===== config.mk =====
export PLATFORM = sky130hd
export DESIGN_NAME = camera_safe_power_sequencer
export DESIGN_NICKNAME = d
export VERILOG_FILES = /design/src/core/camera_safe_power_sequencer.v
export VERILOG_INCLUDE_DIRS = /design/src /design/src/core
export SDC_FILE = /design/constraint.sdc
export NUM_CORES = 1
export LEC_CHECK = 0
export ABC_AREA = 1
export BUFFER_PORTS_ARGS = -buffer_cell sky130_fd_sc_hd__buf_4
export CELL_PAD_IN_SITES_DETAIL_PLACEMENT = 1
export CELL_PAD_IN_SITES_GLOBAL_PLACEMENT = 1
export CORE_AREA = 4 4 151 110
export CTS_BUF_LIST = sky130_fd_sc_hd__clkbuf_16
export DETAILED_ROUTE_END_ITERATION = 16
export DIE_AREA = 0 0 155 114
export MAX_ROUTING_LAYER = met4
export PLACE_DENSITY = 0.64
export SKIP_CTS_REPAIR_TIMING = 1
export SYNTH_ARGS = -nofsm -noshare
export SYNTH_HDL_FRONTEND = slang
export SYNTH_SLANG_ARGS = --single-unit

===== constraint.sdc =====
create_clock -name ref_clk -period 2.4 [get_ports ref_clk]
set_clock_uncertainty 0.2 [all_clocks]
set_input_delay 0.12 -clock ref_clk [delete_from_list [all_inputs] [get_ports ref_clk]]
set_output_delay 0.12 -clock ref_clk [all_outputs]
set_load 0.02 [all_outputs]

===== src/core/camera_safe_power_regs.vh =====
// Constants for the camera safe-power sequencer: offsets, fields, resets
// and timing. Assumes a 200 MHz reference clock and byte addressing.
`ifndef CAMERA_SAFE_POWER_REGS_VH
`define CAMERA_SAFE_POWER_REGS_VH

`define REG_CONTROL      4'h0
`define REG_STATUS       4'h4
`define REG_IRQ_STATUS   4'h8
`define REG_IRQ_MASK     4'hC

`define CTRL_ENABLE_BIT  0
`define CTRL_RESET       1'b0

`define ST_POWER_BIT     0
`define ST_GROUND_BIT    1
`define ST_AWAIT_BIT     2
`define ST_SENSE_BIT     3
`define ST_CLKSEEN_BIT   4
`define ST_FOUND_BIT     5

`define IRQ_FOUND_BIT    0
`define IRQ_RUN_BIT      1
`define IRQ_LOST_BIT     2
`define IRQ_OVERCUR_BIT  3
`define IRQ_RESET        4'h0

`define REF_CLK_MHZ      200
`define BOOT_DELAY_US    100
`define BOOT_DELAY_CYC   (`BOOT_DELAY_US * `REF_CLK_MHZ)
`define CLK_LOSS_US      10
`define CLK_LOSS_CYC     (`CLK_LOSS_US * `REF_CLK_MHZ)
`define CLK_WAIT_US      1000
`define CLK_WAIT_CYC     (`CLK_WAIT_US * `REF_CLK_MHZ)

`endif


===== src/core/camera_safe_power_sequencer.v =====
// Safe-power sequencer for cable-powered cameras, with an Avalon-MM slave.
// Assumes the sense front end, overcurrent detector and camera clock
// indication arrive asynchronously on pins; the camera clock indication
// must toggle slower than a quarter of ref_clk (a divided copy).
`timescale 1ns/1ps
`include "camera_safe_power_regs.vh"

module camera_safe_power_sequencer #(
    parameter CNT_W      = 24,
    parameter BOOT_CYC   = `BOOT_DELAY_CYC,
    parameter LOSS_CYC   = `CLK_LOSS_CYC,
    parameter WAIT_CYC   = `CLK_WAIT_CYC
) (
    input  wire        ref_clk,
    input  wire        rst_n,
    input  wire [3:0]  avs_address,
    input  wire        avs_read,
    input  wire        avs_write,
    input  wire [31:0] avs_writedata,
    input  wire [3:0]  avs_byteenable,
    output reg  [31:0] avs_readdata,
    output wire        avs_waitrequest,
    input  wire        cam_clk_in,
    input  wire        sense_valid_in,
    input  wire        sense_capable_in,
    input  wire        overcurrent_in,
    output reg         test_voltage_en,
    output reg         power_switch_en,
    output reg         lines_ground_en,
    output wire        irq
);

    localparam [2:0] S_IDLE  = 3'h0;
    localparam [2:0] S_SENSE = 3'h1;
    localparam [2:0] S_BOOT  = 3'h2;
    localparam [2:0] S_WAIT  = 3'h3;
    localparam [2:0] S_RUN   = 3'h4;

    localparam [CNT_W-1:0] BOOT_LOAD = BOOT_CYC[CNT_W-1:0];
    localparam [CNT_W-1:0] LOSS_LOAD = LOSS_CYC[CNT_W-1:0];
    localparam [CNT_W-1:0] WAIT_LOAD = WAIT_CYC[CNT_W-1:0];

    // Counts down to zero and stays there.
    function [CNT_W-1:0] dec_sat;
        input [CNT_W-1:0] v;
        begin
            dec_sat = (v == {CNT_W{1'b0}}) ? v : v - {{(CNT_W-1){1'b0}}, 1'b1};
        end
    endfunction

    // Pin synchronisers: bit 0 camera clock, 1 sense valid, 2 capable,
    // 3 overcurrent. A new level is accepted once stages two and three agree.
    reg  [3:0] sync1_q;
    reg  [3:0] sync2_q;
    reg  [3:0] sync3_q;
    reg  [3:0] filt_q;
    wire [3:0] filt_d;

    assign filt_d = (~(sync2_q ^ sync3_q) & sync3_q) |
                    ((sync2_q ^ sync3_q) & filt_q);

    always @(posedge ref_clk) begin
        if (!rst_n) begin
            sync1_q <= 4'h0;
            sync2_q <= 4'h0;
            sync3_q <= 4'h0;
            filt_q  <= 4'h0;
        end else begin
            sync1_q <= {overcurrent_in, sense_capable_in,
                        sense_valid_in, cam_clk_in};
            sync2_q <= sync1_q;
            sync3_q <= sync2_q;
            filt_q  <= filt_d;
        end
    end

    wire cam_lvl    = filt_q[0];
    wire sense_ok   = filt_q[1];
    wire capable    = filt_q[2];
    wire overcur    = filt_q[3];

    // Clock presence: any edge reloads the loss window.
    reg              cam_last_q;
    reg  [CNT_W-1:0] loss_cnt_q;
    wire             cam_edge   = cam_lvl ^ cam_last_q;
    wire             clk_present = (loss_cnt_q != {CNT_W{1'b0}});

    always @(posedge ref_clk) begin
        if (!rst_n) begin
            cam_last_q <= 1'b0;
            loss_cnt_q <= {CNT_W{1'b0}};
        end else begin
            cam_last_q <= cam_lvl;
            if (cam_edge) begin
                loss_cnt_q <= LOSS_LOAD;
            end else begin
                loss_cnt_q <= dec_sat(loss_cnt_q);
            end
        end
    end

    // Avalon-MM slave: every access waits exactly one cycle.
    reg         ack_q;
    wire        req      = avs_read | avs_write;
    wire        wr_done  = avs_write & ack_q;
    wire        rd_done  = avs_read & ack_q;

    assign avs_waitrequest = req & ~ack_q;

    reg         enable_q;
    reg         enable_d;
    reg  [3:0]  irq_stat_q;
    reg  [3:0]  irq_mask_q;
    reg  [2:0]  state_q;
    reg  [2:0]  state_d;
    reg  [CNT_W-1:0] tmr_q;
    reg  [CNT_W-1:0] tmr_d;
    reg  [3:0]  events;

    wire sw_en_wr = wr_done & (avs_address == `REG_CONTROL) &
                    avs_byteenable[0];

    always @* begin
        state_d  = state_q;
        tmr_d    = dec_sat(tmr_q);
        enable_d = enable_q;
        events   = 4'h0;
        if (sw_en_wr) begin
            enable_d = avs_writedata[`CTRL_ENABLE_BIT];
        end
        case (state_q)
            S_IDLE: begin
                if (enable_q) begin
                    state_d = S_SENSE;
                end
            end
            S_SENSE: begin
                // A non-capable result simply keeps sensing, unpowered.
                if (sense_ok && capable) begin
                    state_d = S_BOOT;
                    tmr_d   = BOOT_LOAD;
                    events[`IRQ_FOUND_BIT] = 1'b1;
                end
            end
            S_BOOT: begin
                if (tmr_q == {CNT_W{1'b0}}) begin
                    state_d = S_WAIT;
                    tmr_d   = WAIT_LOAD;
                end
            end
            S_WAIT: begin
                if (clk_present) begin
                    state_d = S_RUN;
                    events[`IRQ_RUN_BIT] = 1'b1;
                end else if (tmr_q == {CNT_W{1'b0}}) begin
                    state_d = S_SENSE;
                    events[`IRQ_LOST_BIT] = 1'b1;
                end
            end
            S_RUN: begin
                if (!clk_present) begin
                    state_d = S_SENSE;
                    events[`IRQ_LOST_BIT] = 1'b1;
                end
            end
            default: begin
                state_d = S_IDLE;
            end
        endcase
        // Outside S_IDLE, overcurrent outranks a same-cycle software write of the enable,
        // so a fault can never be masked by a racing restart.
        if (overcur && state_q != S_IDLE) begin
            state_d  = S_IDLE;
            enable_d = 1'b0;
            events[`IRQ_OVERCUR_BIT] = 1'b1;
        end else if (!enable_q) begin
            state_d = S_IDLE;
        end
    end

    wire powered_d = (state_d == S_BOOT) | (state_d == S_WAIT) |
                     (state_d == S_RUN);

    always @(posedge ref_clk) begin
        if (!rst_n) begin
            state_q         <= S_IDLE;
            tmr_q           <= {CNT_W{1'b0}};
            enable_q        <= `CTRL_RESET;
            power_switch_en <= 1'b0;
            lines_ground_en <= 1'b1;
            test_voltage_en <= 1'b0;
        end else begin
            state_q         <= state_d;
            tmr_q           <= tmr_d;
            enable_q        <= enable_d;
            power_switch_en <= powered_d;
            lines_ground_en <= (state_d == S_IDLE);
            test_voltage_en <= (state_d == S_SENSE);
        end
    end

    // Read-only state reflection.
    wire [5:0] flags;
    assign flags[`ST_POWER_BIT]   = power_switch_en;
    assign flags[`ST_GROUND_BIT]  = lines_ground_en;
    assign flags[`ST_AWAIT_BIT]   = (state_q == S_WAIT);
    assign flags[`ST_SENSE_BIT]   = (state_q == S_SENSE);
    assign flags[`ST_CLKSEEN_BIT] = (state_q == S_RUN);
    assign flags[`ST_FOUND_BIT]   = (state_q == S_BOOT) |
                                    (state_q == S_WAIT) |
                                    (state_q == S_RUN);

    // Sticky interrupt status; a new event wins over the read that clears.
    // Only the bits captured into the read data are cleared, so an event
    // landing between capture and completion is not lost.
    wire       stat_rd  = rd_done & (avs_address == `REG_IRQ_STATUS);
    wire [3:0] stat_clr = stat_rd ? avs_readdata[3:0] : 4'h0;

    assign irq = |(irq_stat_q & irq_mask_q);

    always @(posedge ref_clk) begin
        if (!rst_n) begin
            ack_q        <= 1'b0;
            avs_readdata <= 32'h0;
            irq_stat_q   <= `IRQ_RESET;
            irq_mask_q   <= `IRQ_RESET;
        end else begin
            ack_q      <= req & ~ack_q;
            irq_stat_q <= (irq_stat_q & ~stat_clr) | events;
            if (wr_done && avs_address == `REG_IRQ_MASK &&
                avs_byteenable[0]) begin
                irq_mask_q <= avs_writedata[3:0];
            end
            if (avs_read && !ack_q) begin
                case (avs_address)
                    `REG_CONTROL:    avs_readdata <= {31'h0, enable_q};
                    `REG_STATUS:     avs_readdata <= {26'h0, flags};
                    `REG_IRQ_STATUS: avs_readdata <= {28'h0, irq_stat_q};
                    `REG_IRQ_MASK:   avs_readdata <= {28'h0, irq_mask_q};
                    default:         avs_readdata <= 32'h0;
                endcase
            end
        end
    end

endmodule


; Word level (Yosys, flattened, before mapping)
; Cells that the tools add are included.
[totals]
out_inout_bits = 37
reg_bits = 113
wordCells = 95
inputBits = 48
[classes]
bitwise = 23
n_reduce_logical = 16
add_sub_neg = 2
n_eq_ne = 12
n_mux = 25
[op_table]
columns = op, n
row1 = $mux W24, 3
row2 = $logic_not A24 Y1, 2
row3 = $pmux W24 S2, 1
row4 = $sub A24 B1 Y24 const B, 2
row5 = $pmux W6 S4, 1
row6 = $reduce_bool A24 Y1, 1
row7 = $mux W11, 2
row8 = $mux W3, 7
row9 = $and A4 B4 Y4, 4
row10 = $pmux W3 S5, 1
row11 = $eq A3 B2 Y1 const B, 4
row12 = $eq A4 B4 Y1 const B, 2
row13 = $mux W1, 8
row14 = $not A4 Y4, 2
row15 = $or A4 B4 Y4, 2
row16 = $and A1 B1 Y1, 6
row17 = $eq A3 B1 Y1 const B, 2
row18 = $eq A3 B3 Y1 const B, 2
row19 = $logic_not A3 Y1, 2
row20 = $logic_and A1 B1 Y1, 5
row21 = $or A1 B1 Y1, 5
row22 = $eq A4 B3 Y1 const B, 1
row23 = $logic_not A4 Y1, 1
row24 = $mux W4, 1
row25 = 9 further kinds, 11

; Logic depth before layout (Yosys ltp)
; Gate-level depths: netlist (run 1).
[depth]
word_depth = 9
mapped_depth = 12
depth_no_buf = 12

; Worst setup path after synthesis (run 1)
; No wires, ideal clock.
[synth_timing]
kind = reg2reg
start = reg tmr_q[0]
end = reg tmr_q[0]
synth_period_minus_slack_ns = 2.031
t_required_ns = 2.072
path_slack_ns = 0.369
arrival_time_ns = 1.704
setup_ns = 0.128
stages_incl_launch_ff = 10
n_path_buf = 1
path_cell_list = dfxtp_1 inv_1 ha_1 nand2_1 nor2_4 nand3_4 buf_2 ha_1 a2bb2oi_1 nor2_1
[synth_between]
elab_chain_cells = 4
elab_cells_between_ends = 6
classes_between = add/sub: 1 / mux: 4 / reduce/logical: 1
[synth_rtl]
columns = item, line_no
row1 = from (decl), camera_safe_power_sequencer.v:116  ; reg [CNT_W-1:0] tmr_q;
row2 = from (signal assigned), camera_safe_power_sequencer.v:187  ; tmr_q <= {CNT_W{1'b0}};
row3 = from (signal assigned), camera_safe_power_sequencer.v:194  ; tmr_q <= tmr_d;
row4 = $sub A24 B1 Y24 / $logic_not A24 Y1 (equally long branches), "camera_safe_power_sequencer.v:47, camera_safe_power_sequencer.v:146"
row5 = $mux W24, camera_safe_power_sequencer.v:47  ; dec_sat = (v == {CNT_W{1'b0}}) ? v : v - {{(CNT_W-1){1'b0}}, 1'b1};
row6 = "$mux W24, on equally long branches", "camera_safe_power_sequencer.v:146, camera_safe_power_sequencer.v:139"
row7 = $pmux W24 S2 (*), camera_safe_power_sequencer.v:131  ; case (state_q)
; Every way passes the cells marked *; elsewhere a longest branch is shown, timed or not.
; A chain may end at the register's enable or synchronous reset.

; Worst setup path after layout (run 1)
[layout_timing]
start = reg loss_cnt_q[8]
end = reg loss_cnt_q[15]
[layout_between]
elab_chain_cells = 1
elab_cells_between_ends = 2
classes_between = add/sub: 1 / reduce/logical: 1
[layout_rtl]
columns = item, line_no
row1 = from (decl), camera_safe_power_sequencer.v:84  ; reg [CNT_W-1:0] loss_cnt_q;
row2 = from (signal assigned), camera_safe_power_sequencer.v:91  ; loss_cnt_q <= {CNT_W{1'b0}};
row3 = from (signal assigned), camera_safe_power_sequencer.v:97  ; loss_cnt_q <= dec_sat(loss_cnt_q);
row4 = $sub A24 B1 Y24 / $logic_not A24 Y1 (equally long branches), camera_safe_power_sequencer.v:47
; Several ways; a longest one is shown, not always the timed one.

==> qor.csv, run 1 <==
metric,value,unit
status,"finished, violations left",
failing checks,negative hold slack,
Worst VDD drop,442,uV
Die Area,17700,sq um
Synth Area in XOR/XNOR,0.0510,
Final Cell Area,5260,sq um
CTS Buf Count,9,
worst-path cell chain,nor2_1 > nand2_1 > nor2_1 > nand4_1 > buf_4 > nand2_1 > nor2_1,
synthesized area,4460,sq um
commonest cells in the netlist,"nand2_1, nor2_1, dfxtp_1",
Hold Path Class,primary input to register,
post-DP HPWL,9900,um
CTS HTree Levels,3,
top post-synthesis cells by area,"dfxtp_1, nand2_1, nor2_1",
DR iter-0 viols,209,
top cell type's share of synthesized area,0.390,
Worst-Margin Slew,809,ps
"Seq/Total Area, Yosys",0.390,
Initial Utilization,0.294,
Post-Syn Area per Cell,6.74,sq um
Die Span X,155,um
RePlAce Congestion,0.872,
core area,15200,sq um
relative slew slack,0.456,
setup_tns,0,ps
Synth warnings,0,
"Remaining Overflow, GRT",0,
CP required,2430,ps
Cell Int Power,0.00412,W
Worst path top cell family by delay,simple AND/OR/NAND/NOR gates,
RSZ-0062 raised after global routing,false,
library cells used by synthesis,34,
Worst setup SP type,register,
Routed Antenna Nets,0,
"EDFF count, synth",0,
min Tclk post-route,2090,ps
compound-gate portion of the synthesized area,0.0681,
main combinational cell family by area after synthesis,simple AND/OR/NAND/NOR gates,
CP Data Arrival Time,2120,ps
Top-Level Pins,85,
Sw Ratio,0.464,
Post-Layout Cell Count,913,
CP most frequent cell,nor2_1,
worst-path maximum fanout,14,
routed len/inst,13.9,um
final hold slack,-4.52,ps
DRT Wirelength,12700,um
Cells after Synth,662,
NetSw,0.00357,W
most common cell in the netlist,nand2_1,
drt via density,4.58,
post-synthesis mux area share,0,
Post-Synth Simple-Gate Area,0.367,
"CTS clk-pin slew, worst paths",60,ps
Max Clock Freq,477,MHz
clock buffer depth,2,
global-route wire length before repair,21000,um
largest net degree at the start of global routing,31,
Final period util,0.873,
All-Layer GR Usage,0.154,
crit path kind,register to register,
number of antenna repair diodes,0,
clock latency on the worst-skew pair,350,ps
fin. max-slew vios,0,
Critical Path Max Stage Delay,380,ps
layout cell share with drive strength beyond 1,0.0912,
CTS tree,done,
initial antenna violation count,0,
"Max stage delay cell, worst path",nand4_1,
combinational share of power,0.527,
post-synthesis register bit count,87,
DR pass1 iterations,4,
Post-synth top flop,dfxtp_1,
ys async rst share,0,
Layout Nets,760,
die height,114,um
Layout area overhead,17.9,%
leading area contributor after synthesis,dfxtp_1,
leakage power,2.57,nW
placed cell count,882,
Post-DP Area,4800,sq um
final setup violation count,0,
row count,38,
clk root buf,clkbuf_16,
MaxCap Viol Count,0,
CP endpoint kind,register,
sequential share of power,0.279,
Synth Area in Adders,0.0112,
Pwr Density,1460,nW/um^2
Buffers on Ports,27,
Final Hold Vio Count,1,
Clk pwr share,0.194,
clock sinks,87,
critical path buffer and inverter count,1,
via count,4182,
Design Power,0.00769,W
vias in the first global route,4169,
residual DRC count,0,
area by class of cell:
cell class	count	area (sq um)
clock buffers	9	225
clock inverters	7	87.6
fillers	1918	9910
inverters	66	248
multi-input cells	497	2320
flip-flops and latches	87	1740
well taps	200	250
repair buffers	47	390
cells by family after synthesis:
logic type / count (synthesis)
AO/OA/AOI/OAI: 57
XOR/XNOR: 26
adder cells (fa/ha/maj): 4
buffers and inverters: 103
flip-flops: 87
other: 1
AND/OR/NAND/NOR: 384
stage by stage:
| stage | util | setup slack, ps |
|---|---|---|
| global placement | 0.316 | 387 |
| detailed placement | 0.316 | 275 |
| global route | 0.347 | 132 |
| finish | 0.347 | 305 |
| floorplan | - | 369 |
| CTS | 0.337 | 254 |
layout by cell type, fill, tap and decap left out, drive strengths merged:
master and count:
a211oi 1, a21oi 38, a2bb2oi 1, a31oi 1, buf 32, bufinv 2
clkbuf 9, clkinv 4, clkinvlp 1, conb 26, dfxtp 87, dlygate4sd3 15
ha 4, inv 66, nand2 160, nand3 49, nand3b 9, nand4 11
nor2 141, nor3 4, nor4 1, o21a 1, o21ai 13, o21bai 2
or2 9, xnor2 13, xor2 13
path summary, 6_finish.rpt:
check | startpoint | endpoint | slack [ps] | cells after the start
worst min-delay path | avs_address[3] | enable_q | -5 | 4
worst max register to register | loss_cnt_q[8] | loss_cnt_q[15] | 310 | 7
worst min register to register | sync1_q[0] | sync2_q[0] | 210 | 2
worst max-delay path | loss_cnt_q[8] | loss_cnt_q[15] | 310 | 7
state kept, by name (all words and copies together) (netlist names), named ones only:
name and count:
ack_q 1, avs_readdata 6, cam_last_q 1, enable_q 1, irq_mask_q 4, irq_stat_q 4, lines_ground_en 1, loss_cnt_q 24
power_switch_en 1, state_q 3, sync1_q 4, sync2_q 4, sync3_q 4, test_voltage_en 1, tmr_q 24
per-layer routing:
layer / share of wire / track usage
met3: 0.056 / 0.0284
met4: 0.014 / 0.0512
met1: 0.53 / 0.224
met2: 0.40 / 0.212
met5: 0 / -
worst reg2reg max path, delay by kind of cell, from the launching register on:
family        cells  cell delay, ps
buf+inv           1             340
flops             1             340
simple gates      6            1100
power groups by stage:
| stage | registers [W] | clock network, W | logic (W) |
|---|---|---|---|
| after floorplan | 0.00206 | 0 | 0.00313 |
| after global placement | 0.00215 | 0 | 0.00389 |
| after detailed placement | 0.00217 | 0 | 0.00403 |
| after CTS | 0.00215 | 0.00155 | 0.00405 |
| after global routing | 0.00220 | 0.00159 | 0.00468 |
| final | 0.00215 | 0.00149 | 0.00406 |
No activity file was read; power rests on OpenSTA's default activity.
==> run 2, diff against run 1 <==
--- a/config.mk
+++ b/config.mk
@@ -10,12 +10,12 @@
 export BUFFER_PORTS_ARGS = -buffer_cell sky130_fd_sc_hd__buf_4
 export CELL_PAD_IN_SITES_DETAIL_PLACEMENT = 1
 export CELL_PAD_IN_SITES_GLOBAL_PLACEMENT = 1
-export CORE_AREA = 4 4 151 110
+export CORE_AREA = 4 4 133 97
 export CTS_BUF_LIST = sky130_fd_sc_hd__clkbuf_16
 export DETAILED_ROUTE_END_ITERATION = 16
-export DIE_AREA = 0 0 155 114
+export DIE_AREA = 0 0 137 101
 export MAX_ROUTING_LAYER = met4
-export PLACE_DENSITY = 0.64
+export PLACE_DENSITY = 0.8
 export SKIP_CTS_REPAIR_TIMING = 1
 export SYNTH_ARGS = -nofsm -noshare
 export SYNTH_HDL_FRONTEND = slang
==> run 2 against run 1 <==
  * The run now ends clean
  * First-iteration DRC count rose by 37%
  * Combinational power barely moved
  * Maximum frequency fell by 4.4%
  * Count of clock-buffer cells in the layout did not move
  * Final area fell by 2.8%
  * Critical endpoint is now enable_q
  * Largest power group unchanged
==> qor.csv, run 2 (synthesized netlist as in run 1, its figures left out) <==
metric,value,unit
status,"finished, final reports clean",
fill cell count,1509,
CP required,2480,ps
CTS HTree Levels,3,
leakage power,2.54,nW
combinational share of power,0.547,
Worst setup SP type,primary input,
Routed Antenna Nets,0,
Max Clock Freq,456,MHz
Worst-Margin Slew,738,ps
worst-path maximum fanout,30,
drt via density,4.91,
DR pass1 iterations,4,
"commonest non-fill, non-tap cell in the layout",nand2_1,
"Remaining Overflow, GRT",0,
final setup violation count,0,
clock sinks,87,
Die Span X,137,um
sequential share of power,0.288,
"CTS clk-pin slew, worst paths",60,ps
row count,33,
CP Data Arrival Time,2270,ps
DR iter-0 viols,286,
Final period util,0.913,
All-Layer GR Usage,0.189,
routed len/inst,14.2,um
multi-input logic area,2320,sq um
DRT Wirelength,12300,um
residual DRC count,0,
Final Hold Vio Count,0,
via count,4254,
Cell Int Power,0.00389,W
Top-Level Pins,85,
core area,11600,sq um
initial antenna violation count,0,
Layout area overhead,14.6,%
relative slew slack,0.504,
clk root buf,clkbuf_16,
"commonest cells after routing, fill and taps aside","nand2_1, nor2_1, dfxtp_1, inv_1, nand3_1",
Hold Path Class,primary input to register,
layout cell share with drive strength beyond 1,0.0903,
min Tclk post-route,2190,ps
Sw Ratio,0.478,
RSZ-0062 raised after global routing,false,
post-DP HPWL,9470,um
clock buffer depth,2,
number of antenna repair diodes,0,
NetSw,0.00356,W
Die Area,13800,sq um
Worst VDD drop,433,uV
register area,1740,sq um
RePlAce Congestion,0.932,
Clk pwr share,0.165,
Final Util,0.442,
setup_tns,0,ps
largest net degree at the start of global routing,31,
biggest regs,"loss_cnt_q (24), tmr_q (24), avs_readdata (6)",
CP endpoint kind,register,
Buffers on Ports,27,
CTS Buf Count,9,
fin. max-slew vios,0,
clock latency on the worst-skew pair,330,ps
die height,101,um
global-route wire length before repair,20100,um
MaxCap Viol Count,0,
Pwr Density,1460,nW/um^2
CTS tree,done,
Initial Utilization,0.386,
crit path kind,primary input to register,
vias in the first global route,4097,
Layout Nets,756,
## run 2: changes by cell type in the layout (fill, tap and decap cells not counted), sizes merged
cell and change:
clkinv -1, dlygate4sd3 -3, bufinv -2, inv +3
buf -1
## run 2: area by class of cell
class	instances	area share
Clock buffer	9	0.0440
Clock inverter	7	0.00661
Inverter	66	0.0484
Multi-Input combinational cell	497	0.453
Sequential cell	87	0.341
Tap cell	157	0.0384
Timing Repair Buffer	43	0.0690
## run 2: worst paths after layout
| check | startpoint | end | slack, ps | cells past startpoint |
|---|---|---|---|---|
| max | rst_n | enable_q | 210 | 7 |
| max reg2reg | tmr_q[0] | tmr_q[0] | 210 | 8 |
| min | avs_read | avs_readdata[2] | 60 | 5 |
| min reg2reg | sync1_q[2] | sync2_q[2] | 210 | 2 |
## run 2: per-layer routing
metal,GRT usage,routed length (um)
met4,0.0491,169
met5,-,0
met1,0.272,6230
met3,0.0334,747
met2,0.272,5140
## run 2: worst max-delay path, stage by stage
cell and delay, ps:
dlygate4sd3_1 520, buf_4 320, inv_1 280, a21oi_1 220, o21ai_0 110, a21oi_1 120, dlygate4sd3_1 560
## run 2: power by group through the flow
stage / Combinational (W) / Clock [W] / Sequential, W
floorplan: 0.00313 / 0 / 0.00206
global placement: 0.00381 / 0 / 0.00214
detailed placement: 0.00397 / 0 / 0.00217
CTS: 0.00401 / 0.00127 / 0.00215
global route: 0.00461 / 0.00134 / 0.00220
finish: 0.00407 / 0.00123 / 0.00215
## run 2: stage by stage
step	total power, W	cells	worst slack [ps]	area (sq um)	hold slack (ps)
after floorplan	0.00519	687	369	4560	17.6
after global placement	0.00595	838	321	4730	106
after detailed placement	0.00615	838	239	4730	108
after CTS	0.00743	854	204	4990	-245
after global routing	0.00815	866	50.7	5110	85.5
final	0.00745	866	208	5110	62.4
